[src/logic/qpsc_pkg.sv]
// Package for the four-channel pot serial control block.
// Shared by the control top and the nonvolatile store module.
package qpsc_pkg;
    // ==========================================
    // Framing and register map
    localparam logic [7:0] ID_BYTE = 8'h50;
    localparam logic [3:0] OP_READ = 4'hb;
    localparam logic [3:0] OP_WRITE = 4'hc;
    localparam logic [3:0] ADDR_ACR = 4'h8;
    localparam logic [3:0] ADDR_LAST_NV = 4'h6;
    localparam int NUM_CH = 4;
    localparam int NV_WORDS = 7;
    // ==========================================
    // Access control bits, reset values and wiper end codes
    localparam int ACR_VOL_BIT = 7;
    localparam int ACR_PD_BIT = 6;
    localparam int ACR_BUSY_BIT = 5;
    localparam logic ACR_VOL_RST = 1'b0;
    localparam logic ACR_PD_RST = 1'b1;
    localparam logic [6:0] WIPER_MID = 7'h40;
    localparam logic [6:0] WIPER_TOP = 7'h7f;
    localparam logic [6:0] WIPER_BOTTOM = 7'h00;
    localparam logic [7:0] NV_ERASED = 8'h40;
    // ==========================================
    // Timing
    localparam int CLK_MHZ = 25;
    localparam int NV_WRITE_MS = 20;
    localparam int NV_WRITE_CYC = NV_WRITE_MS * 1000 * CLK_MHZ;
    // ==========================================
    // Types
    typedef enum logic [1:0] {
        QPSC_ID = 2'b00,
        QPSC_CMD = 2'b01,
        QPSC_DATA = 2'b10,
        QPSC_IGNORE = 2'b11
    } qpsc_phase_t;
    typedef struct packed {
        logic [6:0] wiper;
        logic high_open;
        logic wiper_to_low;
    } qpsc_chan_t;
endpackage

[src/logic/qpsc_nvmem.sv]
// Nonvolatile word store for initial wiper values and spare words.
// Assumes contents persist across power loss in the real array.
`timescale 1ns/1ps
module qpsc_nvmem (
    // Clock
    input wire logic i_mclk,
    // Write port
    input wire logic i_we,
    input wire logic [2:0] i_waddr,
    input wire logic [7:0] i_wdata,
    // Read port
    input wire logic [2:0] i_raddr,
    output logic [7:0] o_rdata
);
    logic [7:0] mem [0:qpsc_pkg::NV_WORDS-1];

    initial begin
        for (int k = 0; k < qpsc_pkg::NV_WORDS; k++) begin
            mem[k] = qpsc_pkg::NV_ERASED;
        end
    end

    always_ff @(posedge i_mclk) begin
        if (i_we) begin
            mem[i_waddr] <= i_wdata;
        end
        o_rdata <= mem[i_raddr];
    end
endmodule

[src/logic/qpsc_ctrl.sv]
// Serial control top of the four-channel digital pot.
// Assumes i_sck, i_cs_n, i_sdi, i_pd_pin_n arrive asynchronous to i_mclk;
// i_rst_n models power-up.
`timescale 1ns/1ps
module qpsc_ctrl #(
    parameter int NV_CYC = qpsc_pkg::NV_WRITE_CYC
) (
    // Clock and reset
    input wire logic i_mclk,
    input wire logic i_rst_n,
    // Serial pins
    input wire logic i_sck,
    input wire logic i_cs_n,
    input wire logic i_sdi,
    output logic o_sdo_out,
    output logic o_sdo_oe_n,
    // Shutdown pin
    input wire logic i_pd_pin_n,
    // Pot channels
    output qpsc_pkg::qpsc_chan_t [3:0] o_chan,
    // Status
    output logic o_active,
    output logic o_nv_write_busy,
    output logic o_recall_done
);
    // ==========================================
    // Input synchronisers
    logic [3:0] sync1, sync2, sync3;
    always_ff @(posedge i_mclk or negedge i_rst_n) begin
        if (!i_rst_n) begin
            // Idle levels: clock low, others high
            sync1 <= 4'h7;
            sync2 <= 4'h7;
            sync3 <= 4'h7;
        end else begin
            sync1 <= {i_sck, i_cs_n, i_sdi, i_pd_pin_n};
            sync2 <= sync1;
            sync3 <= sync2;
        end
    end
    logic sck, sck_d, cs_n, cs_d, sdi, pd_pin;
    assign sck = sync2[3];
    assign sck_d = sync3[3];
    assign cs_n = sync2[2];
    assign cs_d = sync3[2];
    assign sdi = sync2[1];
    assign pd_pin = sync2[0];
    logic sck_rise, sck_fall, cs_rise, sel;
    assign sel = !cs_n;
    assign sck_rise = sel && sck && !sck_d;
    assign sck_fall = sel && !sck && sck_d;
    assign cs_rise = cs_n && !cs_d;

    // ==========================================
    // State
    qpsc_pkg::qpsc_phase_t phase, next_phase;
    logic [2:0] bitcnt, next_bitcnt;
    logic [7:0] shin, next_shin;
    logic [7:0] shout, next_shout;
    logic [3:0] ptr, next_ptr;
    logic rd_mode, next_rd_mode;
    logic [6:0] wiper [0:3];
    logic [6:0] next_wiper [0:3];
    logic acr_vol, next_acr_vol, acr_pd, next_acr_pd;
    logic nv_pend, next_nv_pend;
    logic [2:0] nv_addr, next_nv_addr;
    logic [7:0] nv_data, next_nv_data;
    logic [31:0] busy_cnt, next_busy_cnt;
    logic [2:0] rec, next_rec;
    logic rec_done;
    logic sdo_bit, next_sdo_bit;
    logic nv_we, busy;
    logic [7:0] nv_rdata;
    logic [2:0] nv_raddr;

    assign busy = busy_cnt != 32'h0;
    assign rec_done = rec == 3'(qpsc_pkg::NUM_CH + 1);

    qpsc_nvmem u_nv (
        .i_mclk(i_mclk),
        .i_we(nv_we),
        .i_waddr(nv_addr),
        .i_wdata(nv_data),
        .i_raddr(nv_raddr),
        .o_rdata(nv_rdata)
    );

    // Register read mux
    function automatic logic [7:0] rd_val(input logic [3:0] a, input logic [7:0] nvd,
                                           input logic volatile_only_select, input logic pd, input logic b,
                                           input logic [6:0] w);
        if (a == qpsc_pkg::ADDR_ACR) begin
            rd_val = {volatile_only_select, pd, b, 5'h00};
        end else if (a < 4'h4 && volatile_only_select) begin
            rd_val = {1'b0, w};
        end else if (a <= qpsc_pkg::ADDR_LAST_NV) begin
            rd_val = nvd;
        end else begin
            rd_val = 8'h00;
        end
    endfunction

    function automatic logic [3:0] ptr_inc(input logic [3:0] a);
        ptr_inc = (a >= qpsc_pkg::ADDR_LAST_NV) ? 4'h0 : a + 4'h1;
    endfunction

    // Nonvolatile read address: recall walks channels, else follows pointer
    assign nv_raddr = (rec < 3'h4) ? {1'b0, rec[1:0]} : ((ptr <= qpsc_pkg::ADDR_LAST_NV) ?
                      ptr[2:0] : 3'h0);

    // ==========================================
    // Next state
    always_comb begin
        logic [7:0] byte_in;
        logic [7:0] byte_out;
        byte_in = {shin[6:0], sdi};
        byte_out = rd_val(ptr, nv_rdata, acr_vol, acr_pd, busy, wiper[ptr[1:0]]);
        next_phase = phase;
        next_bitcnt = bitcnt;
        next_shin = shin;
        next_shout = shout;
        next_ptr = ptr;
        next_rd_mode = rd_mode;
        next_acr_vol = acr_vol;
        next_acr_pd = acr_pd;
        next_nv_pend = nv_pend;
        next_nv_addr = nv_addr;
        next_nv_data = nv_data;
        next_busy_cnt = busy ? busy_cnt - 32'h1 : busy_cnt;
        next_rec = rec;
        next_sdo_bit = sdo_bit;
        nv_we = 1'b0;
        for (int c = 0; c < 4; c++) begin
            next_wiper[c] = wiper[c];
        end
        if (!rec_done) begin
            next_rec = rec + 3'h1;
            if (rec != 3'h0) begin
                next_wiper[2'(rec - 3'h1)] = nv_rdata[6:0];
            end
        end
        // Abort on deselect; start timed write
        if (cs_rise) begin
            next_phase = qpsc_pkg::QPSC_ID;
            next_bitcnt = 3'h0;
            next_sdo_bit = 1'b1;
            if (nv_pend) begin
                next_nv_pend = 1'b0;
                nv_we = 1'b1;
                next_busy_cnt = 32'(NV_CYC);
            end
        end else if (sck_rise) begin
            next_shin = byte_in;
            next_bitcnt = bitcnt + 3'h1;
            if (bitcnt == 3'h7) begin
                unique case (phase)
                    qpsc_pkg::QPSC_ID: begin
                        next_phase = (byte_in == qpsc_pkg::ID_BYTE) ? qpsc_pkg::QPSC_CMD :
                                     qpsc_pkg::QPSC_IGNORE;
                    end
                    qpsc_pkg::QPSC_CMD: begin
                        next_ptr = byte_in[3:0];
                        next_rd_mode = byte_in[7:4] == qpsc_pkg::OP_READ;
                        next_phase = (byte_in[7:4] == qpsc_pkg::OP_READ ||
                                      byte_in[7:4] == qpsc_pkg::OP_WRITE) ?
                                     qpsc_pkg::QPSC_DATA : qpsc_pkg::QPSC_IGNORE;
                    end
                    qpsc_pkg::QPSC_DATA: begin
                        if (!rd_mode && !busy) begin
                            if (ptr == qpsc_pkg::ADDR_ACR) begin
                                next_acr_vol = byte_in[qpsc_pkg::ACR_VOL_BIT];
                                next_acr_pd = byte_in[qpsc_pkg::ACR_PD_BIT];
                            end else if (ptr <= qpsc_pkg::ADDR_LAST_NV) begin
                                if (ptr < 4'h4) begin
                                    next_wiper[ptr[1:0]] = byte_in[6:0];
                                end
                                if (!(acr_vol && ptr < 4'h4)) begin
                                    next_nv_pend = 1'b1;
                                    next_nv_addr = ptr[2:0];
                                    next_nv_data = byte_in;
                                end
                            end
                        end
                        if (ptr != qpsc_pkg::ADDR_ACR) begin
                            next_ptr = ptr_inc(ptr);
                        end
                    end
                    qpsc_pkg::QPSC_IGNORE: begin
                        next_phase = qpsc_pkg::QPSC_IGNORE;
                    end
                endcase
            end
        end else if (sck_fall) begin
            if (phase == qpsc_pkg::QPSC_DATA && rd_mode && bitcnt == 3'h0) begin
                // Byte taken once pointer and store output have settled
                next_shout = byte_out;
                next_sdo_bit = byte_out[7];
            end else if (phase == qpsc_pkg::QPSC_DATA && rd_mode) begin
                next_sdo_bit = shout[3'h7 - bitcnt];
            end else begin
                next_sdo_bit = 1'b1;
            end
        end
    end

    // ==========================================
    // Registers
    always_ff @(posedge i_mclk or negedge i_rst_n) begin
        if (!i_rst_n) begin
            phase <= qpsc_pkg::QPSC_ID;
            bitcnt <= 3'h0;
            shin <= 8'h00;
            shout <= 8'h00;
            ptr <= 4'h0;
            rd_mode <= 1'b0;
            acr_vol <= qpsc_pkg::ACR_VOL_RST;
            acr_pd <= qpsc_pkg::ACR_PD_RST;
            nv_pend <= 1'b0;
            nv_addr <= 3'h0;
            nv_data <= 8'h00;
            busy_cnt <= 32'h0;
            rec <= 3'h0;
            sdo_bit <= 1'b1;
            for (int c = 0; c < 4; c++) begin
                wiper[c] <= qpsc_pkg::WIPER_MID;
            end
        end else begin
            phase <= next_phase;
            bitcnt <= next_bitcnt;
            shin <= next_shin;
            shout <= next_shout;
            ptr <= next_ptr;
            rd_mode <= next_rd_mode;
            acr_vol <= next_acr_vol;
            acr_pd <= next_acr_pd;
            nv_pend <= next_nv_pend;
            nv_addr <= next_nv_addr;
            nv_data <= next_nv_data;
            busy_cnt <= next_busy_cnt;
            rec <= next_rec;
            sdo_bit <= next_sdo_bit;
            for (int c = 0; c < 4; c++) begin
                wiper[c] <= next_wiper[c];
            end
        end
    end

    // ==========================================
    // Outputs
    logic shut;
    assign shut = !(pd_pin && acr_pd);
    always_ff @(posedge i_mclk or negedge i_rst_n) begin
        if (!i_rst_n) begin
            o_sdo_out <= 1'b0;
            o_sdo_oe_n <= 1'b1;
            o_active <= 1'b0;
            o_nv_write_busy <= 1'b0;
            o_recall_done <= 1'b0;
            o_chan <= '0;
        end else begin
            // Released when deselected; open drain drives low only
            o_sdo_out <= 1'b0;
            o_sdo_oe_n <= cs_n || next_sdo_bit;
            o_active <= !cs_n || busy || nv_pend;
            o_nv_write_busy <= busy;
            o_recall_done <= rec_done;
            for (int c = 0; c < 4; c++) begin
                // Wiper code passes straight to tap
                o_chan[c].wiper <= wiper[c];
                o_chan[c].high_open <= shut;
                o_chan[c].wiper_to_low <= shut;
            end
        end
    end
endmodule

[config.mk]
export PLATFORM = sky130hd
export DESIGN_NAME = qpsc_ctrl
export DESIGN_NICKNAME = d
export VERILOG_FILES = /design/src/logic/qpsc_pkg.sv /design/src/logic/qpsc_nvmem.sv /design/src/logic/qpsc_ctrl.sv
export SDC_FILE = /design/constraint.sdc
export NUM_CORES = 1
export LEC_CHECK = 0
export ABC_AREA = 1
export BUFFER_PORTS_ARGS = -buffer_cell sky130_fd_sc_hd__buf_2
export CAP_MARGIN = 5
export CORE_MARGIN = 8
export CORE_UTILIZATION = 40
export CTS_CLUSTER_SIZE = 12
export DETAILED_ROUTE_END_ITERATION = 8
export PLACE_DENSITY = 0.62
export SLEW_MARGIN = 20
export SYNTH_ARGS = -nofsm -noshare
export SYNTH_HDL_FRONTEND = slang
export SYNTH_HIERARCHICAL = 1
export SYNTH_SLANG_ARGS = --single-unit
[constraint.sdc]
create_clock -name i_mclk -period 7.55 [get_ports i_mclk]
set_input_delay 0.755 -clock i_mclk [delete_from_list [all_inputs] [get_ports i_mclk]]
set_output_delay 0.755 -clock i_mclk [all_outputs]
set_load 0.005 [all_outputs]
==> results.txt <==
Status - finished, final reports clean
Yosys warns - 6
Wire per inst - 16.5 um
Gr usage total - 16.9%
H-tree levels - 1
CP arrival - 3.60 ns
Share of cells above drive strength 1 - 12.1%
Avg Inst Size Synth - 8.94 um^2
Vias - 7245
Vias in the first global route - 7135
Post-synth EDFFs - 56
Die area - 0.0291 mm^2
Unrepaired setup endpoints after global routing - false
ANT nets after route - 0
Post-synthesis sequential area ratio - 57.6%
Area growth syn-to-layout - 12.7%
Final setup violation count - 0
Slew headroom - 26.2%
CTS tree - yes
PwrDens - 296 mW/mm^2
CTS Root Cell - clkbuf_16
Sequential power share - 39.5%
Post-DP HPWL - 16400 um
Post-Syn Nets - 1090
CTS Buf Count - 24
Max-Cap Viols - 0
Hold-fix buffers, CTS - 0
Crit path launch type - flop
Row count - 56
CP Max Fanout - 22
Most frequent cells in the layout - nand2_1, nor2_1, dfrtp_1
Flop2flop setup slack - 4.33 ns
DR iter-0 viols - 688
Critical path class - reg -> reg
Core ar. - 0.0235 mm^2
Sw Share - 31.7%
PortBufs - 45
Clk Latency, worst-skew pair - 0.52 ns
Int Power - 2180 uW
Max Freq - 311 MHz
VDD IR-drop max - 0.185 mV
Largest net degree at the start of global routing - 92
Final net count - 1126
Skew final - 0.0215 ns
Ports - 47
DRC errors left - 0
Gate power share - 25.0%
Commonest non-fill, non-tap cell in the layout - nand2_1
Die outline width - 171 um
Final Hold Fails - 0
Worst-path clk slew - 0.06 ns
Final worst slack - 4.33 ns
Initial Util - 40.8%
Post-Place Setup Slack - 4.39 ns
Antenna violations before repair - 0
Post-synth cell types - 46
Cell Area, Synth - 0.00957 mm^2
Clock share of power - 35.5%
Post-synthesis cell count - 1071
Worst hold slack - 0.285 ns
Final WL - 23800 um
Global-route wire length before repair - 39200 um
CTS resizes - 0
WP data required - 7.93 ns
Worst Setup End Kind - flop
Layout Utilization - 46.0%
Leak pwr - 0.00505 uW
Final GP Congestion - 0.881
Worst slew pin tran - 1.10 ns
Fin. max-slew vios - 0
Switching power - 1010 uW
Drt pass-1 iters - 5
Clock sink total - 210
Setup TNS Final - 0 ns
Final Critical Period - 3.22 ns
# diodes - 0
Ys async rst share - 69.5%
Top FF cell, synth - dfrtp_1
Worst Hold Class - in -> async
Drt via density - 5.02
Grt ovf - 0
CTS max path bufs - 3
Synthesis-stage register bit count - 210
Final Cycle Share - 42.6%
Die Span Y - 171 um
Postcts setup bufs - 0
-- power groups by stage --
stage / clock (uW) / sequential (uW) / combinational (uW)
6_report: 1130 / 1260 / 801
5_1_grt: 1210 / 1270 / 910
4_1_cts: 1160 / 1260 / 807
3_5_place_dp: 0 / 1280 / 806
3_3_place_gp: 0 / 1280 / 787
2_1_floorplan: 0 / 1260 / 620
-- per-layer routing --
layer	share of wire [%]	global-route usage [%]
met3	5.1	2.24
met5	0	0
met4	2.4	5.34
met2	47	27.3
met1	45	23.3
-- registers in the layout (all words and copies together) (netlist names), 4 cells and up --
name and flops:
u_nv/o_rdata 8, sync2 4, nv_data 8, u_nv/mem 56, wiper 28, shin 7, sync1 4, ptr 4
busy_cnt 32, shout 8, o_chan 29
-- worst paths after layout --
check | startpoint | end | depth (start not counted)
max | ptr[0]$_DFFE_PN0P_ | nv_data[6]$_DFFE_PN0P_ | 8
min | i_rst_n | busy_cnt[6]$_DFF_PN0_ | 1
max reg2reg | ptr[0]$_DFFE_PN0P_ | nv_data[6]$_DFFE_PN0P_ | 8
min reg2reg | sync1[3]$_DFF_PN0_ | sync2[3]$_DFF_PN0_ | 0
max in group asynchronous | i_rst_n | shout[6]$_DFFE_PN0P_ | 2
min in group i_mclk | i_sdi | sync1[1]$_DFF_PN1_ | 1
-- final cells by class --
class,instances,area (um^2)
inverter,104,393
clock buffer,36,706
fill,2254,12700
timing repair buffer,50,269
clock inverter,8,78.8
sequential,210,5510
multi-input combinational,717,3430
tap,319,399
-- metrics by stage --
step | std cells | total power (uW) | area [um^2]
after detailed placement | 1400 | 2090 | 10000
final | 1444 | 3200 | 10800
after global placement | 1400 | 2070 | 10000
after global routing | 1444 | 3380 | 10800
after CTS | 1444 | 3230 | 10800
after floorplan | 1071 | 1880 | 9570
-- cells in the mapped netlist, drive strengths merged, types with 10 or more instances --
library cell,n,area [um^2]
xnor2,10,87.6
clkbuf,12,45.0
nand2,254,956
o21ai,75,379
dfrtp,132,3300
ha,13,163
nand3,87,440
buf,28,198
nor2,160,662
nor3,39,200
dfstp,14,368
edfxtp,56,1680
nand4,15,124
a21oi,25,125
inv,102,385
xor2,13,114
-- kinds of logic after synthesis --
| group | share of synthesized area (%) |
|---|---|
| adder cells (fa/ha/maj) | 1.70 |
| flip-flops | 57.6 |
| AND/OR/NAND/NOR | 25.6 |
| buffers and inverters | 6.64 |
| other | 0.0392 |
| AO/OA/AOI/OAI | 6.34 |
| XOR/XNOR | 2.10 |
-- critical path, stage by stage (launching register included) --
cell,delay (ns)
dfrtp_1,0.74
clkinv_1,0.68
ha_1,0.46
nand3_1,0.24
nand4_1,0.13
nor3_1,0.21
nand3_2,0.38
nand2_1,0.16
o21ai_1,0.07
Note: power is estimated with default switching activity, not from simulation.
